### src/core/typec_cc_defines.svh
`ifndef TYPEC_CC_DEFINES_SVH
`define TYPEC_CC_DEFINES_SVH

// Register word addresses (byte addresses, 32-bit aligned).
`define REG_CONTROL 8'h00
`define REG_SWITCHES 8'h04
`define REG_DAC 8'h08
`define REG_STATUS 8'h0C
`define REG_INT_STATUS 8'h10
`define REG_INT_MASK 8'h14

// Control register fields.
`define CTL_SRC_CUR_LSB 0
`define CTL_DAC_VBUS_BIT 2
`define CTL_DISABLED_BIT 3
`define CTL_RESET 32'h0000_0008

// Switch register fields: per pin pull-down, pull-up, vconn.
`define SW_PD1_BIT 0
`define SW_PU1_BIT 1
`define SW_VC1_BIT 2
`define SW_PD2_BIT 3
`define SW_PU2_BIT 4
`define SW_VC2_BIT 5
`define SW_RESET 32'h0000_0000

// Status register fields.
`define ST_LEVEL_LSB 0
`define ST_COMP_BIT 2
`define ST_VBUS_BIT 3
`define ST_ORIENT_BIT 4
`define ST_ATTACH_BIT 5

// Interrupt flag positions.
`define IRQ_LEVEL_BIT 0
`define IRQ_COMP_BIT 1
`define IRQ_VBUS_BIT 2
`define IRQ_WAKE_BIT 3
`define IRQ_ATTACH_BIT 4
`define IRQ_COUNT 5
`define MASK_RESET 32'h0000_0000
`define DAC_RESET 32'h0000_0000

`endif

### src/core/pin_sync.sv
`timescale 1ns/1ps
`default_nettype none
// Two-flop synchroniser for a group of asynchronous comparator levels.
module pin_sync #(
  parameter int WIDTH = 8
) (
  input wire logic i_clock,
  input wire logic i_sys_rst,
  input wire logic [WIDTH-1:0] i_async,
  output logic [WIDTH-1:0] o_sync
);
  typedef struct packed {
    logic [WIDTH-1:0] meta_ff;
    logic [WIDTH-1:0] sync_ff;
  } sync_s;
  sync_s st_ff;
  sync_s nxt_st;

  always_comb begin
    nxt_st.meta_ff = i_async;
    nxt_st.sync_ff = st_ff.meta_ff;
  end

  always_ff @(posedge i_clock) begin
    if (i_sys_rst) begin
      st_ff <= '0;
    end else begin
      st_ff <= nxt_st;
    end
  end

  assign o_sync = st_ff.sync_ff;
endmodule // pin_sync
`default_nettype wire

### src/core/typec_cc_detect_status.sv
// Contract
// Watch both CC pins before attach to find attach and orientation.
// As host, present the selected charging current on the active CC pin.
// As host, use CC state to notice partner removal.
// As device, report the current level advertised by the host on CC.
// As upstream port, use VBUS valid to decide attach or detach.
// Route VCONN onto the CC pin not used for configuration.
// Drive the open-drain interrupt low to ask software to read status.
// Each CC pin has independent pull-down, pull-up and VCONN switches.
// Sample three fixed CC comparators; any change raises the level interrupt. Here only a change in the level code of the higher pin does.
// Provide a 6-bit software DAC threshold and its comparator result.
// Report VBUS valid comparator and flag its changes.
// DAC comparator selectable onto VBUS for software checks.
// Software classifies Ra or Rd from level bits and DAC result.
// Source current setting applies at once, and at attach if set before.
// When disabled without termination, any CC activity raises a wake interrupt.
// Synchronise comparators; interrupt flags stay latched until software clears them.
// Release interrupt only when no unmasked flag remains set.
//
// Chosen here: the Wishbone register port and the register offsets.
`timescale 1ns/1ps
`default_nettype none
`include "typec_cc_defines.svh"
module typec_cc_detect_status (
  input wire logic i_clock,
  input wire logic i_sys_rst,
  // Classic Wishbone slave.
  input wire logic i_wb_cyc,
  input wire logic i_wb_stb,
  input wire logic i_wb_we,
  input wire logic [7:0] i_wb_adr,
  input wire logic [3:0] i_wb_sel,
  input wire logic [31:0] i_wb_dat,
  output logic [31:0] o_wb_dat,
  output logic o_wb_ack,
  // Analog front end: per pin fixed comparators (thermometer, 3 bits each).
  input wire logic [2:0] i_cc1_level_cmp,
  input wire logic [2:0] i_cc2_level_cmp,
  input wire logic i_cc1_activity,
  input wire logic i_cc2_activity,
  input wire logic i_dac_cmp,
  input wire logic i_vbus_valid_cmp,
  // Termination and DAC controls, and the interrupt output.
  output logic o_cc1_pull_down,
  output logic o_cc2_pull_down,
  output logic o_cc1_pull_up,
  output logic o_cc2_pull_up,
  output logic [1:0] o_cc1_source_current,
  output logic [1:0] o_cc2_source_current,
  output logic o_cc1_vconn,
  output logic o_cc2_vconn,
  output logic [5:0] o_dac_level,
  output logic o_dac_on_vbus,
  output logic o_int_n_oe
);
  typedef struct packed {
    logic [3:0] control_ff;
    logic [5:0] switches_ff;
    logic [5:0] dac_ff;
    logic [`IRQ_COUNT-1:0] flags_ff;
    logic [`IRQ_COUNT-1:0] mask_ff;
    logic [1:0] level_prev_ff;
    logic comp_prev_ff;
    logic vbus_prev_ff;
    logic attach_prev_ff;
    logic orient_ff;
    logic [1:0] cur1_ff;
    logic [1:0] cur2_ff;
    logic vc1_ff;
    logic vc2_ff;
    logic [31:0] rdata_ff;
    logic ack_ff;
    logic int_oe_ff;
  } regs_s;

  regs_s st_ff;
  regs_s nxt_st;

  logic [9:0] async_in;
  logic [9:0] sync_in;
  logic [2:0] lvl1;
  logic [2:0] lvl2;
  logic act1;
  logic act2;
  logic comp;
  logic vbus_ok;

  assign async_in = {i_vbus_valid_cmp, i_dac_cmp, i_cc2_activity, i_cc1_activity,
                     i_cc2_level_cmp, i_cc1_level_cmp};

  pin_sync #(
    .WIDTH(10)
  ) u_sync (
    .i_clock(i_clock),
    .i_sys_rst(i_sys_rst),
    .i_async(async_in),
    .o_sync(sync_in)
  );

  assign lvl1 = sync_in[2:0];
  assign lvl2 = sync_in[5:3];
  assign act1 = sync_in[6];
  assign act2 = sync_in[7];
  assign comp = sync_in[8];
  assign vbus_ok = sync_in[9];

  // Thermometer code to 2-bit level.
  function automatic logic [1:0] therm2bin(input logic [2:0] t);
    logic [1:0] r;
    r = 2'h0;
    if (t[2]) begin
      r = 2'h3;
    end else if (t[1]) begin
      r = 2'h2;
    end else if (t[0]) begin
      r = 2'h1;
    end
    return r;
  endfunction

  logic [1:0] code1;
  logic [1:0] code2;
  logic orient_now;
  logic [1:0] cc_level_bits;
  logic attached;
  logic is_host;
  logic is_sink;
  logic disabled;
  logic access;
  logic [`IRQ_COUNT-1:0] events;
  logic [31:0] rd_mux;
  logic [31:0] wmask;

  always_comb begin
    code1 = therm2bin(lvl1);
    code2 = therm2bin(lvl2);
    // The pin with the higher level carries the connection; ties favour CC1.
    orient_now = (code2 > code1);
    cc_level_bits = orient_now ? code2 : code1;
    is_host = st_ff.switches_ff[`SW_PU1_BIT] | st_ff.switches_ff[`SW_PU2_BIT];
    is_sink = st_ff.switches_ff[`SW_PD1_BIT] | st_ff.switches_ff[`SW_PD2_BIT];
    disabled = st_ff.control_ff[`CTL_DISABLED_BIT];
    // A sink is attached by VBUS; a host by a pull-down seen on either pin.
    if (is_sink && !is_host) begin
      attached = vbus_ok;
    end else begin
      attached = (code1 != 2'h0) | (code2 != 2'h0);
    end
  end

  always_comb begin
    events = '0;
    events[`IRQ_LEVEL_BIT] = (cc_level_bits != st_ff.level_prev_ff);
    events[`IRQ_COMP_BIT] = (comp != st_ff.comp_prev_ff);
    events[`IRQ_VBUS_BIT] = (vbus_ok != st_ff.vbus_prev_ff);
    events[`IRQ_WAKE_BIT] = disabled && (st_ff.switches_ff == 6'h00) && (act1 | act2);
    events[`IRQ_ATTACH_BIT] = (attached != st_ff.attach_prev_ff);
  end

  always_comb begin
    wmask = {{8{i_wb_sel[3]}}, {8{i_wb_sel[2]}}, {8{i_wb_sel[1]}}, {8{i_wb_sel[0]}}};
    rd_mux = 32'h0000_0000;
    case (i_wb_adr)
      `REG_CONTROL: rd_mux = {28'h0000000, st_ff.control_ff};
      `REG_SWITCHES: rd_mux = {26'h0000000, st_ff.switches_ff};
      `REG_DAC: rd_mux = {26'h0000000, st_ff.dac_ff};
      `REG_STATUS: rd_mux = {26'h0000000, attached, st_ff.orient_ff, vbus_ok, comp,
                             cc_level_bits};
      `REG_INT_STATUS: rd_mux = {27'h0000000, st_ff.flags_ff};
      `REG_INT_MASK: rd_mux = {27'h0000000, st_ff.mask_ff};
      default: rd_mux = 32'h0000_0000;
    endcase
  end

  always_comb begin
    nxt_st = st_ff;
    access = i_wb_cyc && i_wb_stb && !st_ff.ack_ff;
    nxt_st.ack_ff = access;
    nxt_st.rdata_ff = access ? rd_mux : st_ff.rdata_ff;
    nxt_st.level_prev_ff = cc_level_bits;
    nxt_st.comp_prev_ff = comp;
    nxt_st.vbus_prev_ff = vbus_ok;
    nxt_st.attach_prev_ff = attached;
    // Orientation is frozen while attached so noise on the far pin cannot flip it.
    // The previous attach state is used so the first attached cycle still latches the pin.
    if (!st_ff.attach_prev_ff) begin
      nxt_st.orient_ff = orient_now;
    end
    if (access && i_wb_we) begin
      case (i_wb_adr)
        `REG_CONTROL: nxt_st.control_ff = 4'((st_ff.control_ff & ~wmask[3:0]) |
                                              (i_wb_dat[3:0] & wmask[3:0]));
        `REG_SWITCHES: nxt_st.switches_ff = 6'((st_ff.switches_ff & ~wmask[5:0]) |
                                                (i_wb_dat[5:0] & wmask[5:0]));
        `REG_DAC: nxt_st.dac_ff = 6'((st_ff.dac_ff & ~wmask[5:0]) |
                                      (i_wb_dat[5:0] & wmask[5:0]));
        `REG_INT_MASK: nxt_st.mask_ff = 5'((st_ff.mask_ff & ~wmask[4:0]) |
                                            (i_wb_dat[4:0] & wmask[4:0]));
        default: nxt_st.mask_ff = st_ff.mask_ff;
      endcase
    end
    // Read clears the flags; an event in the same cycle still sets its flag.
    if (access && !i_wb_we && i_wb_adr == `REG_INT_STATUS) begin
      nxt_st.flags_ff = events;
    end else begin
      nxt_st.flags_ff = st_ff.flags_ff | events;
    end
    // Source current follows the selection continuously, so a change after
    // attach shows at once and one made before attach is already in place.
    nxt_st.cur1_ff = st_ff.switches_ff[`SW_PU1_BIT] ?
                     st_ff.control_ff[`CTL_SRC_CUR_LSB +: 2] : 2'h0;
    nxt_st.cur2_ff = st_ff.switches_ff[`SW_PU2_BIT] ?
                     st_ff.control_ff[`CTL_SRC_CUR_LSB +: 2] : 2'h0;
    // VCONN only ever goes to the pin opposite the configuration pin.
    nxt_st.vc1_ff = st_ff.switches_ff[`SW_VC1_BIT] && nxt_st.orient_ff && attached;
    nxt_st.vc2_ff = st_ff.switches_ff[`SW_VC2_BIT] && !nxt_st.orient_ff && attached;
    nxt_st.int_oe_ff = |(nxt_st.flags_ff & ~st_ff.mask_ff);
  end

  always_ff @(posedge i_clock) begin
    if (i_sys_rst) begin
      st_ff <= '0;
      st_ff.control_ff <= 4'(`CTL_RESET);
      st_ff.switches_ff <= 6'(`SW_RESET);
      st_ff.mask_ff <= 5'(`MASK_RESET);
      st_ff.dac_ff <= 6'(`DAC_RESET);
    end else begin
      st_ff <= nxt_st;
    end
  end

  assign o_wb_dat = st_ff.rdata_ff;
  assign o_wb_ack = st_ff.ack_ff;
  assign o_cc1_pull_down = st_ff.switches_ff[`SW_PD1_BIT];
  assign o_cc2_pull_down = st_ff.switches_ff[`SW_PD2_BIT];
  assign o_cc1_pull_up = st_ff.switches_ff[`SW_PU1_BIT];
  assign o_cc2_pull_up = st_ff.switches_ff[`SW_PU2_BIT];
  assign o_cc1_source_current = st_ff.cur1_ff;
  assign o_cc2_source_current = st_ff.cur2_ff;
  assign o_cc1_vconn = st_ff.vc1_ff;
  assign o_cc2_vconn = st_ff.vc2_ff;
  assign o_dac_level = st_ff.dac_ff;
  assign o_dac_on_vbus = st_ff.control_ff[`CTL_DAC_VBUS_BIT];
  assign o_int_n_oe = st_ff.int_oe_ff;
endmodule // typec_cc_detect_status
`default_nettype wire

### config.mk
export PLATFORM = sky130hd
export DESIGN_NAME = typec_cc_detect_status
export DESIGN_NICKNAME = d
export VERILOG_FILES = /design/src/core/pin_sync.sv /design/src/core/typec_cc_detect_status.sv
export VERILOG_INCLUDE_DIRS = /design/src /design/src/core
export SDC_FILE = /design/constraint.sdc
export NUM_CORES = 1
export LEC_CHECK = 0
export ABC_CLOCK_PERIOD_IN_PS = 2700
export BUFFER_PORTS_ARGS = -buffer_cell sky130_fd_sc_hd__buf_2
export CORE_ASPECT_RATIO = 0.9
export CORE_UTILIZATION = 49
export CTS_CLUSTER_DIAMETER = 60
export DETAILED_ROUTE_END_ITERATION = 8
export PLACE_DENSITY_LB_ADDON = 0.12
export RECOVER_POWER = 100
export SKIP_CTS_REPAIR_TIMING = 1
export SYNTH_ARGS = -nofsm -noshare
export SYNTH_HDL_FRONTEND = slang
export SYNTH_SLANG_ARGS = --single-unit
### constraint.sdc
create_clock -name i_clock -period 2.7 [get_ports i_clock]
set_input_delay 0.135 -clock i_clock [delete_from_list [all_inputs] [get_ports i_clock]]
set_output_delay 0.135 -clock i_clock [all_outputs]
set_load 0.01 [all_outputs]
==> flow_metrics.env <==
export IMPL_mostFrequentLayoutCell="dfxtp_1"
export IMPL_status="finished, violations left"
export IMPL_synth_flop_cell="dfxtp_1"
export IMPL_chipWidth_um=84.7
export IMPL_die_h_um=76.4
export IMPL_grt_overflow=0
export IMPL_synth_seq_cells=66
export IMPL_cts_sinks=66
export IMPL_seq_area_um2=1320
export IMPL_violations="design-rule violations, negative hold slack"
export IMPL_fin_crit_ns=2.25
export IMPL_syn_area_um2=3020
export IMPL_report_final_slew_viol_count=0
export IMPL_avgSynthCellArea_um2=9.61
export IMPL_r2r_slack_ns=0.54
export IMPL_fmax_mhz=444
export IMPL_htreeDepth=3
export IMPL_synth_edff_count=0
export IMPL_numCtsBuffers=9
export IMPL_post_route_cell_area_um2=3300
export IMPL_finalCritPeriodShare_pct=83.4
export IMPL_clock_path_buffers=2
export IMPL_crit_buf_inv=1
export IMPL_finClkSkew_ns=0.00501
export IMPL_cellLeakagePower_nw=1.44
export IMPL_synth_seq_area_share_pct=43.8
export IMPL_start_kind="input pin"
export IMPL_drcViolationCount=3
export IMPL_crit_path_top_delay_cell="nor3b_1"
export IMPL_hold_viol=5
export IMPL_max_cap_violations=0
export IMPL_clk_latency_ns=0.35
export IMPL_vdd_drop_max_v=0.000383
export IMPL_ant_nets=0
export IMPL_via_per_inst=5.15
export IMPL_worst_path_max_fanout=15
export IMPL_vias=2221
export IMPL_die_area_um2=6470
export IMPL_multi_input_area_um2=1390
export IMPL_setup_tns_ns=0
export IMPL_synthToLayoutAreaGrowth_pct=9.46
export IMPL_cts_root_buffer="clkbuf_8"
export IMPL_pin_count=110
export IMPL_rsz0062_at_grt="no"
export IMPL_drt_initial_drc_count=140
export IMPL_postLayoutCoreUtil_pct=57.0
export IMPL_critPathCaptureType="register"
export IMPL_layout_common_cells="dfxtp_1 (66), nor2_1 (33), nor2b_1 (28), clkbuf_1 (28), buf_2 (27)"
export IMPL_antenna_cells=0
export IMPL_fin_ws_ns=0.447
export IMPL_synth_cell_types=56
export IMPL_crit_path_max_incr_delay_ns=0.76
export IMPL_path_class="input pin to register"
export IMPL_setup_violations=0
export IMPL_drive_gt1_share_pct=16.1
export IMPL_hold_slack_ns=-0.00506
export IMPL_dpl_worst_slack_ns=0.575
export IMPL_n_fill_cell=535
export IMPL_routed_wl_um=6060
export IMPL_grt_usage_pct=19.7
export IMPL_yosysWarningCount=0
export IMPL_port_buffers=54
export IMPL_cts_tree="yes"
export IMPL_start_util_pct=52.1
export IMPL_placed_area_um2=3110
export IMPL_core_um2=5790
export IMPL_arrival_ns=2.50
export IMPL_powerDensity_nw_per_um2=612
export IMPL_place_hpwl_um=4390
export IMPL_worstPathCellList="clkbuf_1 -> nor4_1 -> nor3b_1 -> a2111oi_0 -> a211oi_1"
export IMPL_worst_slew_pin_slew_ns=1.45
export IMPL_async_reset_ff_share_pct=0
export IMPL_routabilityCongestion=0.849
export IMPL_grt_max_degree=36
export IMPL_crit_family="simple AND/OR/NAND/NOR gates"
export IMPL_firstDrtPassIters=8
export IMPL_nets=418
export IMPL_grt_first_pass_wirelength_um=9600
export IMPL_clk_pin_slew_ns=0.07
export IMPL_slew_headroom_pct=3.23
export IMPL_hp_class="input pin to register"
export IMPL_grt_pass1_vias=1979
export IMPL_cp_required_ns=2.95
export IMPL_rows=26
export IMPL_antenna_found_initial=0
export IMPL_wl_per_cell_um=14.1
export IMPL_syn_instance_count=314
[through the flow]
stage               instances  total power [W]
finish                    431          0.00202
detailed placement        411          0.00124
CTS                       427          0.00204
floorplan                 339          0.00120
global route              431          0.00211
global placement          411          0.00123
[cells in the mapped netlist, drive strengths merged, types with 2 or more instances]
cell	instances	area share [%]
mux2	3	1.1
dfxtp	66	44
nor4	4	1.2
nor2	33	4.1
ha	3	1.2
a21oi	10	1.7
nor4b	2	1.6
clkbuf	10	1.2
nand3	6	1.0
and3	6	1.3
or3	2	0.58
nor3	4	0.83
nand2b	2	0.41
o21ai	4	0.66
a221oi	2	0.58
inv	4	0.50
nand2	13	1.6
and3b	6	1.7
a22oi	2	0.50
nand3b	3	0.75
o2bb2ai	2	0.58
o211ai	4	1.0
mux2i	21	7.0
a31oi	3	0.62
nor3b	3	0.91
xor2	2	0.58
nor2b	28	5.8
a211oi	2	0.50
buf	44	11
[worst reg2reg max path: cells and delay by family, from the launching register on]
kind	cells	cell delay (ns)
compound gates	3	0.90
simple gates	4	0.47
flops	1	0.31
fa+ha+maj	1	0.27
[cells by family (layout without fill, tap and decap cells)]
group	after synthesis	in the layout	share of synthesized area [%]
buffers and inverters	58	80	12.7
AO/OA/AOI/OAI	42	42	9.83
XOR/XNOR	3	3	0.871
other	1	26	0.124
AND/OR/NAND/NOR	117	117	23.3
adder cells (fa/ha/maj)	3	3	1.24
flip-flops	66	66	43.8
multiplexers	24	24	8.09
[final cells by class]
class,count,area share [%]
inverter,4,0.455
tap,70,2.65
multi-input combinational,215,42.2
clock inverter,6,2.05
sequential,66,40.0
clock buffer,10,3.87
timing repair buffer,60,8.75
[per-layer routing]
| layer | vias to the layer above | GRT usage (%) | share of wire, % |
|---|---|---|---|
| met5 | - | 0 | 0 |
| met4 | 0 | 7.46 | 1.4 |
| met3 | 13 | 6.72 | 7.0 |
| met2 | 67 | 29.3 | 44 |
| met1 | 1038 | 26.2 | 47 |
| li1 | 1103 | - | - |
[path summary, 6_finish.rpt]
check / start / end / cells past startpoint
worst max-delay path: i_wb_adr[2] / o_wb_dat[1]$_SDFFE_PP0P_ / 5
worst min-delay path: i_cc1_level_cmp[0] / u_sync.nxt_st[0]$_SDFF_PP0_ / 2
worst max register to register: u_sync.o_sync[4]$_SDFF_PP0_ / o_int_n_oe$_SDFF_PP0_ / 8
worst min register to register: u_sync.nxt_st[3]$_SDFF_PP0_ / u_sync.o_sync[3]$_SDFF_PP0_ / 1
[power by group]
part / total (W) / switching, W / internal [W] / leakage, nW
Clock: 0.000806 / 0.000378 / 0.000427 / 0.0925
Combinational: 0.000191 / 0.000112 / 0.0000799 / 0.805
Sequential: 0.00102 / 0.0000162 / 0.00101 / 0.539
Total: 0.00202 / 0.000506 / 0.00151 / 1.44
(Power assumes the default switching activity.)
